<file path="src/hdl/dyam_map.svh">
// Register offsets, field positions, reset values and timing counts of the alarm monitor.
`ifndef DYAM_MAP_SVH
`define DYAM_MAP_SVH

// ----------------------------------------------------------------
// Register indices and byte addresses
// ----------------------------------------------------------------
`define DYAM_IDX_IRQ_CONTROL 8'h00
`define DYAM_IDX_BLOCK_IRQ_ENABLE 8'h01
`define DYAM_IDX_ALARM_ERROR_STATUS 8'h02
`define DYAM_IDX_ALARM_ERROR_IRQ_ENABLE 8'h03
`define DYAM_ADDR_IRQ_CONTROL 8'h00
`define DYAM_ADDR_BLOCK_IRQ_ENABLE 8'h04
`define DYAM_ADDR_ALARM_ERROR_STATUS 8'h08
`define DYAM_ADDR_ALARM_ERROR_IRQ_ENABLE 8'h0C

// ----------------------------------------------------------------
// Field positions
// ----------------------------------------------------------------
`define DYAM_BIT_CLEAR_ON_READ 0
`define DYAM_BIT_ALARM_GROUP_EN 1
`define DYAM_BIT_FAR_END_CHG_EN 0
`define DYAM_BIT_FAR_END_CHG 0
`define DYAM_BIT_FAR_END_STATE 5

// ----------------------------------------------------------------
// Reset values
// ----------------------------------------------------------------
`define DYAM_RST_IRQ_CONTROL 8'h00
`define DYAM_RST_BLOCK_IRQ_ENABLE 8'h00
`define DYAM_RST_ALARM_ERROR_IRQ_ENABLE 8'h00

// ----------------------------------------------------------------
// Timing
// ----------------------------------------------------------------
`define DYAM_CLK_PERIOD_NS 5
`define DYAM_INTERVAL_NS 6000000
`define DYAM_INTERVAL_CYCLES (`DYAM_INTERVAL_NS / `DYAM_CLK_PERIOD_NS)
`define DYAM_DECLARE_COUNT 80

`endif

</file>
<file path="src/hdl/dyam_pkg.sv">
// Types shared by the alarm monitor modules.
package dyam_pkg;
    typedef enum logic [1:0] {
        DYAM_RESP_OKAY = 2'h0,
        DYAM_RESP_SLVERR = 2'h2
    } dyam_resp_e;
    typedef logic [7:0] dyam_reg_t;
endpackage : dyam_pkg

</file>
<file path="src/hdl/dyam_if.sv">
// Carrier between the interval integrator and the register block.
`timescale 1ns/1ps
interface dyam_if #(parameter int CNT_W = 7);
    logic interval_tick;
    logic far_end_alarm;
    logic alarm_change;
    logic [CNT_W-1:0] count;
    modport integ (output interval_tick, output far_end_alarm, output alarm_change, output count);
    modport ctrl (input interval_tick, input far_end_alarm, input alarm_change, input count);
endinterface : dyam_if

</file>
<file path="src/hdl/dyam_integrator.sv">
// Interval timer and up/down interval counter that declare and remove the far-end alarm.
`timescale 1ns/1ps
`include "dyam_map.svh"
module dyam_integrator #(
    parameter int unsigned INTERVAL_CYCLES = `DYAM_INTERVAL_CYCLES,
    parameter int unsigned DECLARE_COUNT = `DYAM_DECLARE_COUNT
) (
    // Clock and reset.
    input wire logic aclk,
    input wire logic aresetn,
    // Pattern detector strobe.
    input wire logic pattern_seen,
    // Results toward the register block.
    dyam_if.integ link
);
    import dyam_pkg::*;

    localparam int TW = (INTERVAL_CYCLES > 1) ? $clog2(INTERVAL_CYCLES) : 1;
    localparam int CW = $clog2(DECLARE_COUNT + 1);

    logic [TW-1:0] timer;
    logic flagged;
    logic [CW-1:0] count;
    logic alarm;
    logic change;
    logic tick;
    logic [TW-1:0] next_timer;
    logic [CW-1:0] next_count;
    logic next_alarm;

    // ----------------------------------------------------------------
    // Interval divider and flag
    // ----------------------------------------------------------------
    // A pattern seen in the closing cycle still counts for that interval.
    wire timer_end = (timer == TW'(INTERVAL_CYCLES - 1));
    wire interval_flag = flagged | pattern_seen;
    wire at_top = (count == CW'(DECLARE_COUNT));
    wire at_zero = (count == '0);
    assign next_timer = timer_end ? '0 : timer + 1'b1;

    // Counter saturates at both ends so a long alarm needs no longer recovery.
    assign next_count = !timer_end ? count :
                        interval_flag ? (at_top ? count : count + 1'b1) : // RL2
                        (at_zero ? count : count - 1'b1); // RL3
    assign next_alarm = (next_count == CW'(DECLARE_COUNT)) ? 1'b1 : // RL2
                        (next_count == '0) ? 1'b0 : alarm; // RL3

    // Timer, flag and tick register.
    always_ff @(posedge aclk) begin
        if (!aresetn) begin
            timer <= '0;
            flagged <= 1'b0;
            tick <= 1'b0;
        end else begin
            timer <= next_timer; // RL1
            flagged <= timer_end ? 1'b0 : interval_flag; // RL1
            tick <= timer_end;
        end
    end

    // Counter and alarm state with a one-cycle change pulse.
    always_ff @(posedge aclk) begin
        if (!aresetn) begin
            count <= '0;
            alarm <= 1'b0;
            change <= 1'b0;
        end else begin
            count <= next_count;
            alarm <= next_alarm;
            change <= next_alarm != alarm;
        end
    end

    assign link.interval_tick = tick;
    assign link.far_end_alarm = alarm;
    assign link.alarm_change = change;
    assign link.count = count;

    // ----------------------------------------------------------------
    // Checks
    // ----------------------------------------------------------------
    property p_flag_held;
        @(posedge aclk) disable iff (!aresetn)
        pattern_seen && !timer_end |=> flagged;
    endproperty
    a_flag_held: assert property (p_flag_held) else $error("Pattern not flagged."); // RL1

    property p_declare;
        @(posedge aclk) disable iff (!aresetn)
        timer_end && interval_flag && count == CW'(DECLARE_COUNT - 1) |=> alarm && at_top;
    endproperty
    a_declare: assert property (p_declare) else $error("Alarm not declared at top."); // RL2

    property p_remove;
        @(posedge aclk) disable iff (!aresetn)
        $fell(alarm) |-> at_zero && $past(timer_end);
    endproperty
    a_remove: assert property (p_remove) else $error("Alarm removed above zero."); // RL3

    property p_down;
        @(posedge aclk) disable iff (!aresetn)
        timer_end && !interval_flag && !at_zero |=> count == $past(count) - 1'b1;
    endproperty
    a_down: assert property (p_down) else $error("Clean interval did not count down."); // RL3
endmodule : dyam_integrator

</file>
<file path="src/hdl/dyam_monitor.sv">
// Far-end alarm monitor with AXI4-Lite register block and interrupt.
`timescale 1ns/1ps
`include "dyam_map.svh"

// Contract
// RL1 - Time is cut into 6 ms intervals; any pattern sighting flags the interval.
// RL2 - Flagged intervals count up; alarm is declared at 80.
// RL3 - Clean intervals count down; a declared alarm clears only at zero.
// RL4 - Change-enable bit 0 set lets declaration and removal interrupt.
// RL5 - Change-enable bit 0 clear blocks all far-end alarm interrupts.
// RL6 - Block enable bit 1 gates every alarm-group interrupt.
// RL7 - Status bit 5 reads the current far-end alarm state.
// RL8 - Status bit 0 latches on every state change until cleared.
// RL9 - With clear-on-read set, reading status clears bit 0 and its interrupt.
// RL10 - Without clear-on-read, software clears bit 0 by writing one.
// RL11 - Interrupt is high while bit 0, its enable and master enable are set.
module dyam_monitor #(
    parameter int unsigned INTERVAL_CYCLES = `DYAM_INTERVAL_CYCLES,
    parameter int unsigned DECLARE_COUNT = `DYAM_DECLARE_COUNT,
    parameter int ADDR_W = 8
) (
    // Clock and reset.
    input wire logic aclk,
    input wire logic aresetn,
    // Pattern detector.
    input wire logic pattern_seen,
    // AXI4-Lite write address.
    input wire logic [ADDR_W-1:0] awaddr,
    input wire logic awvalid,
    output logic awready,
    // AXI4-Lite write data.
    input wire logic [31:0] wdata,
    input wire logic [3:0] wstrb,
    input wire logic wvalid,
    output logic wready,
    // AXI4-Lite write response.
    output dyam_pkg::dyam_resp_e bresp,
    output logic bvalid,
    input wire logic bready,
    // AXI4-Lite read address.
    input wire logic [ADDR_W-1:0] araddr,
    input wire logic arvalid,
    output logic arready,
    // AXI4-Lite read data.
    output logic [31:0] rdata,
    output dyam_pkg::dyam_resp_e rresp,
    output logic rvalid,
    input wire logic rready,
    // Interrupt.
    output logic irq
);
    import dyam_pkg::*;

    localparam int CW = $clog2(DECLARE_COUNT + 1);

    // Matches a bus address against a register byte address.
    function automatic logic addr_is(input logic [ADDR_W-1:0] addr, input logic [7:0] reg_addr);
        addr_is = (addr == ADDR_W'(reg_addr));
    endfunction : addr_is

    // Tells whether an address names any register.
    function automatic logic addr_mapped(input logic [ADDR_W-1:0] addr);
        addr_mapped = addr_is(addr, `DYAM_ADDR_IRQ_CONTROL)
                    | addr_is(addr, `DYAM_ADDR_BLOCK_IRQ_ENABLE)
                    | addr_is(addr, `DYAM_ADDR_ALARM_ERROR_STATUS)
                    | addr_is(addr, `DYAM_ADDR_ALARM_ERROR_IRQ_ENABLE);
    endfunction : addr_mapped

    dyam_if #(.CNT_W(CW)) link ();

    dyam_integrator #(
        .INTERVAL_CYCLES(INTERVAL_CYCLES),
        .DECLARE_COUNT(DECLARE_COUNT)
    ) u_integrator (
        .aclk(aclk),
        .aresetn(aresetn),
        .pattern_seen(pattern_seen),
        .link(link)
    );

    // ----------------------------------------------------------------
    // Register state
    // ----------------------------------------------------------------
    dyam_reg_t irq_control;
    dyam_reg_t block_irq_enable;
    dyam_reg_t alarm_error_irq_enable;
    logic far_end_chg;
    logic next_far_end_chg;

    // ----------------------------------------------------------------
    // Write channel holding
    // ----------------------------------------------------------------
    logic aw_full;
    logic w_full;
    logic [ADDR_W-1:0] aw_addr_q;
    logic [31:0] w_data_q;
    logic [3:0] w_strb_q;
    logic next_aw_full;
    logic next_w_full;
    logic next_bvalid;

    // Address and data are taken in either order; the write commits once both wait.
    wire aw_hs = awvalid & awready;
    wire w_hs = wvalid & wready;
    wire commit = aw_full & w_full & ~bvalid;
    assign next_aw_full = (aw_full | aw_hs) & ~commit;
    assign next_w_full = (w_full | w_hs) & ~commit;
    assign next_bvalid = commit | (bvalid & ~bready);

    // Write decode.
    wire wr_ok = addr_mapped(aw_addr_q);
    wire wr_go = commit & wr_ok & w_strb_q[0];
    wire wr_ctl = wr_go & addr_is(aw_addr_q, `DYAM_ADDR_IRQ_CONTROL);
    wire wr_block_irq_enable = wr_go & addr_is(aw_addr_q, `DYAM_ADDR_BLOCK_IRQ_ENABLE);
    wire wr_stat = wr_go & addr_is(aw_addr_q, `DYAM_ADDR_ALARM_ERROR_STATUS);
    wire wr_aeie = wr_go & addr_is(aw_addr_q, `DYAM_ADDR_ALARM_ERROR_IRQ_ENABLE);

    // Handshake state of the write side.
    always_ff @(posedge aclk) begin
        if (!aresetn) begin
            aw_full <= 1'b0;
            w_full <= 1'b0;
            awready <= 1'b0;
            wready <= 1'b0;
            bvalid <= 1'b0;
            bresp <= DYAM_RESP_OKAY;
        end else begin
            aw_full <= next_aw_full;
            w_full <= next_w_full;
            awready <= ~next_aw_full & ~next_bvalid;
            wready <= ~next_w_full & ~next_bvalid;
            bvalid <= next_bvalid;
            if (commit) begin
                bresp <= wr_ok ? DYAM_RESP_OKAY : DYAM_RESP_SLVERR;
            end
        end
    end

    // Payload capture needs no reset; it is only read after a handshake.
    always_ff @(posedge aclk) begin
        if (aw_hs) begin
            aw_addr_q <= awaddr;
        end
        if (w_hs) begin
            w_data_q <= wdata;
            w_strb_q <= wstrb;
        end
    end

    // ----------------------------------------------------------------
    // Read channel
    // ----------------------------------------------------------------
    logic next_rvalid;
    dyam_reg_t rd_byte;

    wire ar_hs = arvalid & arready;
    wire rd_ok = addr_mapped(araddr);
    wire rd_stat = addr_is(araddr, `DYAM_ADDR_ALARM_ERROR_STATUS);
    wire clear_on_read = irq_control[`DYAM_BIT_CLEAR_ON_READ];
    wire rd_clear = ar_hs & rd_stat & clear_on_read; // RL9
    assign next_rvalid = ar_hs | (rvalid & ~rready);

    // Read data selection; unmapped addresses read zero.
    always_comb begin
        rd_byte = 8'h00;
        if (addr_is(araddr, `DYAM_ADDR_IRQ_CONTROL)) begin
            rd_byte = irq_control;
        end else if (addr_is(araddr, `DYAM_ADDR_BLOCK_IRQ_ENABLE)) begin
            rd_byte = block_irq_enable;
        end else if (rd_stat) begin
            rd_byte[`DYAM_BIT_FAR_END_STATE] = link.far_end_alarm; // RL7
            rd_byte[`DYAM_BIT_FAR_END_CHG] = far_end_chg;
        end else if (addr_is(araddr, `DYAM_ADDR_ALARM_ERROR_IRQ_ENABLE)) begin
            rd_byte = alarm_error_irq_enable;
        end
    end

    // Read response register.
    always_ff @(posedge aclk) begin
        if (!aresetn) begin
            arready <= 1'b0;
            rvalid <= 1'b0;
            rdata <= 32'h00000000;
            rresp <= DYAM_RESP_OKAY;
        end else begin
            arready <= ~next_rvalid;
            rvalid <= next_rvalid;
            if (ar_hs) begin
                rdata <= {24'h000000, rd_byte};
                rresp <= rd_ok ? DYAM_RESP_OKAY : DYAM_RESP_SLVERR;
            end
        end
    end

    // ----------------------------------------------------------------
    // Control registers and the change flag
    // ----------------------------------------------------------------
    // A change in the same cycle as a clear wins, so no event is lost.
    wire wr_w1c = wr_stat & w_data_q[`DYAM_BIT_FAR_END_CHG]; // RL10
    assign next_far_end_chg = link.alarm_change | (far_end_chg & ~(wr_w1c | rd_clear)); // RL8

    // Software-owned registers and the latched change bit.
    always_ff @(posedge aclk) begin
        if (!aresetn) begin
            irq_control <= `DYAM_RST_IRQ_CONTROL;
            block_irq_enable <= `DYAM_RST_BLOCK_IRQ_ENABLE;
            alarm_error_irq_enable <= `DYAM_RST_ALARM_ERROR_IRQ_ENABLE;
            far_end_chg <= 1'b0;
        end else begin
            if (wr_ctl) begin
                irq_control <= w_data_q[7:0];
            end
            if (wr_block_irq_enable) begin
                block_irq_enable <= w_data_q[7:0];
            end
            if (wr_aeie) begin
                alarm_error_irq_enable <= w_data_q[7:0];
            end
            far_end_chg <= next_far_end_chg; // RL8
        end
    end

    // ----------------------------------------------------------------
    // Interrupt
    // ----------------------------------------------------------------
    // The output is registered, so it trails the status bit by one cycle.
    wire chg_en = alarm_error_irq_enable[`DYAM_BIT_FAR_END_CHG_EN]; // RL4 RL5
    wire group_en = block_irq_enable[`DYAM_BIT_ALARM_GROUP_EN]; // RL6
    wire next_irq = far_end_chg & chg_en & group_en; // RL11

    // Interrupt output flop.
    always_ff @(posedge aclk) begin
        if (!aresetn) begin
            irq <= 1'b0;
        end else begin
            irq <= next_irq; // RL11
        end
    end

    // ----------------------------------------------------------------
    // Checks
    // ----------------------------------------------------------------
    property p_irq_on;
        @(posedge aclk) disable iff (!aresetn)
        far_end_chg && chg_en && group_en |=> irq;
    endproperty
    a_irq_on: assert property (p_irq_on) else $error("Enabled change raised no interrupt."); // RL4

    property p_irq_masked;
        @(posedge aclk) disable iff (!aresetn)
        !chg_en |=> !irq;
    endproperty
    a_irq_masked: assert property (p_irq_masked) else $error("Interrupt while disabled."); // RL5

    property p_irq_group;
        @(posedge aclk) disable iff (!aresetn)
        !group_en |=> !irq;
    endproperty
    a_irq_group: assert property (p_irq_group) else $error("Interrupt past master gate."); // RL6

    property p_state_read;
        @(posedge aclk) disable iff (!aresetn)
        ar_hs && rd_stat |=> rvalid && rdata[`DYAM_BIT_FAR_END_STATE] == $past(link.far_end_alarm);
    endproperty
    a_state_read: assert property (p_state_read) else $error("State bit misread."); // RL7

    property p_chg_latch;
        @(posedge aclk) disable iff (!aresetn)
        link.alarm_change |=> far_end_chg;
    endproperty
    a_chg_latch: assert property (p_chg_latch) else $error("Change not latched."); // RL8

    property p_clear_read;
        @(posedge aclk) disable iff (!aresetn)
        rd_clear && !link.alarm_change |=> !far_end_chg ##1 !irq;
    endproperty
    a_clear_read: assert property (p_clear_read) else $error("Read did not clear."); // RL9

    property p_read_keeps;
        @(posedge aclk) disable iff (!aresetn)
        far_end_chg && !clear_on_read && !wr_w1c |=> far_end_chg;
    endproperty
    a_read_keeps: assert property (p_read_keeps) else $error("Change bit lost."); // RL10

    property p_w1c;
        @(posedge aclk) disable iff (!aresetn)
        wr_w1c && !link.alarm_change |=> !far_end_chg;
    endproperty
    a_w1c: assert property (p_w1c) else $error("Write of one did not clear."); // RL10

    property p_irq_drop;
        @(posedge aclk) disable iff (!aresetn)
        !far_end_chg |=> !irq;
    endproperty
    a_irq_drop: assert property (p_irq_drop) else $error("Stray interrupt."); // RL11

    // The counter may only move on the cycle that follows an interval end.
    property p_cnt_hold;
        @(posedge aclk) disable iff (!aresetn)
        !link.interval_tick |-> $stable(link.count);
    endproperty
    a_cnt_hold: assert property (p_cnt_hold) else $error("Count moved mid-interval."); // RL1

    // A state change lands on an interval end with the counter at one of its end points.
    property p_chg_end;
        @(posedge aclk) disable iff (!aresetn)
        link.alarm_change |-> link.interval_tick
            && link.count == (link.far_end_alarm ? CW'(DECLARE_COUNT) : CW'(0));
    endproperty
    a_chg_end: assert property (p_chg_end) else $error("Alarm off end point."); // RL2 RL3
endmodule : dyam_monitor

</file>
<file path="config.mk">
export PLATFORM = sky130hd
export DESIGN_NAME = dyam_monitor
export DESIGN_NICKNAME = d
export VERILOG_FILES = /design/src/hdl/dyam_pkg.sv /design/src/hdl/dyam_if.sv /design/src/hdl/dyam_integrator.sv /design/src/hdl/dyam_monitor.sv
export VERILOG_INCLUDE_DIRS = /design/src /design/src/hdl
export SDC_FILE = /design/constraint.sdc
export NUM_CORES = 1
export LEC_CHECK = 0
export BUFFER_PORTS_ARGS = -buffer_cell sky130_fd_sc_hd__buf_2
export CORE_ASPECT_RATIO = 1.2
export CORE_MARGIN = 2
export CORE_UTILIZATION = 50
export DETAILED_ROUTE_END_ITERATION = 6
export PLACE_DENSITY = 0.73
export SETUP_SLACK_MARGIN = 0.5
export SKIP_CTS_REPAIR_TIMING = 1
export SYNTH_ARGS = -nofsm -noshare
export SYNTH_HDL_FRONTEND = slang
export SYNTH_SLANG_ARGS = --single-unit
</file>
<file path="constraint.sdc">
create_clock -name aclk -period 6.3 [get_ports aclk]
set_clock_uncertainty 0.1 [all_clocks]
set_input_delay 1.26 -clock aclk [delete_from_list [all_inputs] [get_ports aclk]]
set_output_delay 1.26 -clock aclk [all_outputs]
set_load 0.005 [all_outputs]
</file>
# --- Yosys cells after proc, flatten, opt, wreduce, memory -nomap -nowiden ---
# Index checks and enable logic that the tools add are counted.
word_totals:
  regBits: 93
  inputBits: 60
  out_inout_bits: 42
  elab_cells: 102
classes:
  addsub: 3
  eq_ne: 10
  n_mux: 15
  bitwise_logic: 46
  reduce_logical: 5
op_table:
  columns: ["op", "count"]
  rows:
  - ["$eq 8x4->1 const B", 4]
  - ["$mux 7", 4]
  - ["$mux 8", 3]
  - ["$and 1x1->1", 23]
  - ["$add 21x1->21 const B", 1]
  - ["$eq 21x21->1 const B", 1]
  - ["$eq 8x3->1 const B", 2]
  - ["$logic_not 8->1", 2]
  - ["$eq 7x7->1 const B", 2]
  - ["$logic_not 7->1", 2]
  - ["$or 1x1->1", 13]
  - ["$not 1->1", 10]
  - ["$add 7x1->7 const B", 1]
  - ["$sub 7x1->7 const B", 1]
  - ["$mux 2", 3]
  - ["$mux 1", 4]
  - ["$mux 4", 1]
  - ["$reduce_or 2->1", 1]
  - ["$ne 1x1->1", 1]

# --- Logic depth before layout (Yosys ltp) ---
depth:
  depth_word: 12
  mapped_depth: 9
  depth_no_buf: 9

# --- By module ---
# A second synthesis with hierarchy kept.
unflattened:
  hier_cells: 446
  hier_area_um2: 4277.9
modules_own_cells:
  columns: ["mod", "n_inst", "cells_per_inst", "area_each_um2", "seq_area_each_um2"]
  rows:
  - ["dyam_monitor", 1, 250, 2570.0, 1371.3]
  - ["dyam_integrator", 1, 196, 1707.9, 640.6]

# --- Worst setup path before layout ---
# Ideal clock, no wire load.
synth_path:
  kind: "input to register"
  startpoint: "input port pattern_seen"
  endpoint: "register u_integrator.change, in the netlist u_integrator.link.alarm_change"
  setup_time_ns: 0.060
  t_arrival_ns: 2.721
  required_time_ns: 6.140
  path_slack_ns: 3.419
  cell_stages: 8
  path_buffers: 1
  cell_sequence: "or2_0 clkbuf_1 a21oi_1 a21oi_1 o31a_1 or3_1 nand2_1 and3_1"
synth_via:
  elab_chain_len: 7
  elab_cells_between_ends: 8
  cone_classes: "2 x eq/ne; 4 x mux; 1 x bitwise; 1 x reduce/logical"
synth_lines:
  columns: ["element", "line_no", "rtl"]
  rows:
  - ["start: declaration", "dyam_monitor.sv:26", "input wire logic pattern_seen,"]
  - ["$or 1x1->1 *", "dyam_integrator.sv:36", "wire interval_flag = flagged | pattern_seen;"]
  - ["$mux 7 *", "dyam_integrator.sv:43", "interval_flag ? (at_top ? count : count + 1'b1) :"]
  - ["$mux 7 *", "dyam_integrator.sv:42", "assign next_count = !timer_end ? count :"]
  - ["$logic_not 7->1", "dyam_integrator.sv:46", "(next_count == '0) ? 1'b0 : alarm;"]
  - ["$mux 1", "dyam_integrator.sv:46", null]
  - ["$mux 1 *", "dyam_integrator.sv:45", "assign next_alarm = (next_count == CW'(DECLARE_COUNT)) ? 1'b1 :"]
  - ["$ne 1x1->1 *", "dyam_integrator.sv:70", "change <= next_alarm != alarm;"]
  - ["end signal: assignment", "dyam_integrator.sv:70", null]
  - ["end: declaration", "dyam_integrator.sv:25", "logic change;"]
# Mark *: on every way between the ends. The rest lies on a longest branch, timed or not.
# A chain may end at the register's enable or synchronous reset.

# --- Worst setup path in the final report ---
# Ends and elaborated chain as after synthesis.

==> impl_summary.md <==
STA
Setup slack on the critical path of the routed design comes to 3.43 ns. Setup violations remaining at the end of the flow were counted as 0. Dividing the final minimum period by the clock period gives 45.5%.

The final critical path time including I/O delays and setup is 2.87 ns. The final count of hold timing violations is 0. The worst pin sits at a relative slew slack of 50.7%.

Summed over all failing endpoints, the final setup total negative slack is 0 ns. The number of max-slew violations in the final report was 0. For the pin with the worst max-slew slack, the measured transition is 0.739 ns. Setup repair after global routing left no endpoint under its margin. The maximum frequency from static timing analysis is 349 MHz.

Global routing
The largest net degree at the start of global routing is 55. The initial antenna violation count is 0. The total overflow reported by the global router is 0.

The total track usage is between 15 and 20%. The first global-routing pass estimated 13.1 mm of wire. The via count of the first global-routing pass is 2902.

Detailed routing
In this run the remaining antenna-violating nets after routing total 0. In the routed design, unresolved DRC markers number 0. The number of iterations in the first detailed-routing pass is 4.

In the final routed layout, each cell accounts on average for 13.6 µm. The wire length reported by the detailed router is 7.88 mm. Using the TritonRoute via totals, the vias-per-cell ratio works out to about 5.2. The via count is a little over 3000. In this run, the number of DRC markers left after iteration 0 of detailed routing was 90.

Outcome
The run finished with clean final reports.

Clock tree
The longest clock path from root to sink contains 2 buffers. The clock edge transition at the registers on the reported setup and hold paths is about 0.08 ns. Clock tree synthesis found a total of about 90 sinks. The H-tree was split into 3 levels. For the worst-skew pair, the clock arrives at the later sink with an insertion delay of 0.35 ns. TritonCTS built the clock tree. The clock buffer count from CTS is 9.

Clock tree synthesis selected as its root buffer the cell sky130_fd_sc_hd__clkbuf_8.

Placed design
Input and output buffers added on the ports amount to 48. The congestion estimate from routability-driven global placement came to 0.872. At the placement stage, the worst setup path has a slack of slightly above 3 ns. Once detailed placement completed, the half-perimeter wirelength came to 5.59 mm.

Floorplan
The standard cell core area is 8150 µm². For this configuration, the core starts out at a cell density of about half. The vertical extent of the die is 104 µm. The number of placed I/O pins is around 100. The die covers 9140 µm².

The overall die width is 87.6 µm. The standard-cell row count is 36.

Logic synthesis
For this run, asynchronously set or reset flops after synthesis account for 0%. Synthesis produced a netlist whose cell count is 417. The mapped netlist covers 4190 µm². The most used flip-flop cell after synthesis is sky130_fd_sc_hd__dfxtp_1. In this run, synthesis inferred 17 flip-flops with an integrated enable.

Yosys printed 0 warnings. Each instance of the synthesized netlist takes up on average 10.1 µm². Synthesis inferred 91 register bits.

The netlist uses 62 different library cells. After synthesis, flip-flops and latches occupy 47.5% of the total area.

Layout
The synthesis-to-layout area growth is 10.3%. The library cells used most frequently in the layout, excluding fill and tap cells, are 74 x sky130_fd_sc_hd__dfxtp_1, 48 x sky130_fd_sc_hd__buf_2, 37 x sky130_fd_sc_hd__nor2_1, 29 x sky130_fd_sc_hd__nor2b_1. The count of antenna diodes in the layout is 0.

The share of post-route cells with drive strength above 1 is 18.8%. The most common cell after layout, fill and taps aside is sky130_fd_sc_hd__dfxtp_1. The total number of nets in the final design is 522.

Hold path
The tightest min-delay check is of the flip-flop to flip-flop type.

Critical path
At the worst endpoint, the required time is 6.50 ns. The maximum fanout encountered on the critical timing path is 8. Data arrives at the worst endpoint at 3.07 ns. The path type of the worst setup path is input port to flip-flop. The type of element launching the critical path is an input port. The worst setup path is captured at a flip-flop. The reg-to-reg setup timing slack is 3.81 ns.

Pwr
The fraction of power spent switching nets is 21.4%. The clock group share of total power is 38.7%. The worst-case IR drop observed on VDD is 0.177 mV. Of the total power, combinational logic draws 4.4%.

In this run the static leakage power is 1.79 nW. The net switching power is 0.000231 W. The design internal power is 0.000847 W. Of the total power, registers draw 56.8%.

In this run the power density over the cells is 233 nW/µm².

Flow run
Across the run, the number of max-cap violations was 0.
==> worst max-delay path: stages <==
cell,delay [ns]
sky130_fd_sc_hd__buf_2,0.11
sky130_fd_sc_hd__or2_0,0.38
sky130_fd_sc_hd__a21oi_1,0.33
sky130_fd_sc_hd__a21oi_1,0.12
sky130_fd_sc_hd__o31a_1,0.31
sky130_fd_sc_hd__or3_1,0.35
sky130_fd_sc_hd__nand2_1,0.06
sky130_fd_sc_hd__and3_1,0.14
==> power groups by stage <==
stage	clock [W]	combinational (W)	sequential (W)
after floorplan	0	0.0000408	0.000624
after global placement	0	0.0000467	0.000625
after detailed placement	0	0.0000479	0.000626
after CTS	0.000429	0.0000479	0.000612
after global routing	0.000451	0.0000539	0.000614
final	0.000417	0.0000476	0.000612
==> area by class of cell <==
class                           instances  area [µm²]
Inverter                                7        26.3
Sequential cell                        91        1990
Tap cell                              114         143
Clock inverter                          5        78.8
Timing Repair Buffer                   48         240
Fill cell                             714        3530
Multi-Input combinational cell        302        2010
Clock buffer                           11         131
==> kinds of logic after synthesis <==
| logic type | after synthesis | synth area share [%] |
|---|---|---|
| buf+inv | 49 | 6.74 |
| compound gates | 48 | 8.11 |
| fa+ha+maj | 3 | 0.895 |
| other cells | 1 | 0.0894 |
| simple gates | 171 | 23.5 |
| flops | 91 | 47.5 |
| mux | 34 | 9.01 |
| xor+xnor | 20 | 4.18 |
==> final timing paths <==
kind,endpoint,start,depth (start not counted)
setup / recovery,u_integrator.link.alarm_change,pattern_seen,8
setup reg to reg,u_integrator.link.far_end_alarm,u_integrator.link.count[0],9
hold reg to reg,u_integrator.timer[0],u_integrator.timer[0],1
hold / removal,u_integrator.timer[0],u_integrator.timer[0],1
==> through the flow <==
step           instances  total power [W]  instance area (µm²)  hold WS (ns)  utilization, %
6_report             578          0.00108                 4620         0.373            56.7
5_1_grt              578          0.00112                 4620         0.387            56.7
4_1_cts              578          0.00109                 4620         0.370            56.7
3_5_place_dp         562         0.000674                 4410         0.348            54.1
3_3_place_gp         562         0.000672                 4410         0.347            54.1
2_1_floorplan        442         0.000665                 4290         0.318               -
==> registers in the layout, indices dropped and copies added (netlist names), 7 cells and up <==
| signal | cells |
|---|---|
| alarm_error_irq_enable | 8 |
| w_data_q | 8 |
| u_integrator.timer | 21 |
| irq_control | 8 |
| block_irq_enable | 8 |
| rdata | 8 |
| aw_addr_q | 8 |
| u_integrator.link.count | 7 |
==> per-layer routing <==
metal	vias up	global-route usage (%)	wire (µm)
li1	1494	-	-
met1	1434	22.6	3440
met2	83	29.9	3990
met3	11	3.81	347
met4	0	6.37	104
met5	-	0	0
==> cell usage after synthesis (2+ instances only) <==
cell type | count | area, µm²
sky130_fd_sc_hd__nor2_1 | 37 | 139
sky130_fd_sc_hd__xnor2_1 | 9 | 78.8
sky130_fd_sc_hd__a22oi_1 | 8 | 60.1
sky130_fd_sc_hd__o21ai_0 | 8 | 40.0
sky130_fd_sc_hd__o22a_1 | 2 | 17.5
sky130_fd_sc_hd__nand2b_1 | 3 | 18.8
sky130_fd_sc_hd__nor4_1 | 2 | 12.5
sky130_fd_sc_hd__nand2_1 | 26 | 97.6
sky130_fd_sc_hd__edfxtp_1 | 17 | 510
sky130_fd_sc_hd__nor4b_2 | 2 | 30.0
sky130_fd_sc_hd__nor3_4 | 2 | 32.5
sky130_fd_sc_hd__a31oi_1 | 2 | 12.5
sky130_fd_sc_hd__and2_1 | 13 | 81.3
sky130_fd_sc_hd__nand4_1 | 8 | 50.1
sky130_fd_sc_hd__o31ai_1 | 2 | 15.0
sky130_fd_sc_hd__buf_4 | 26 | 195
sky130_fd_sc_hd__ha_1 | 3 | 37.5
sky130_fd_sc_hd__a21oi_1 | 6 | 30.0
sky130_fd_sc_hd__clkbuf_1 | 15 | 56.3
sky130_fd_sc_hd__a211oi_1 | 3 | 22.5
sky130_fd_sc_hd__o22ai_1 | 3 | 18.8
sky130_fd_sc_hd__nor3_1 | 6 | 30.0
sky130_fd_sc_hd__a22o_1 | 2 | 17.5
sky130_fd_sc_hd__nor2b_1 | 29 | 181
sky130_fd_sc_hd__xor2_1 | 11 | 96.3
sky130_fd_sc_hd__nand3_1 | 13 | 65.1
sky130_fd_sc_hd__mux2_2 | 6 | 67.6
sky130_fd_sc_hd__and3_1 | 8 | 50.1
sky130_fd_sc_hd__nor3b_1 | 4 | 30.0
sky130_fd_sc_hd__and4_1 | 4 | 35.0
sky130_fd_sc_hd__dfxtp_1 | 74 | 1480
sky130_fd_sc_hd__mux4_2 | 2 | 45.0
sky130_fd_sc_hd__inv_1 | 7 | 26.3
sky130_fd_sc_hd__a21boi_0 | 2 | 15.0
sky130_fd_sc_hd__mux2i_1 | 25 | 250
(Power assumes the default switching activity.)
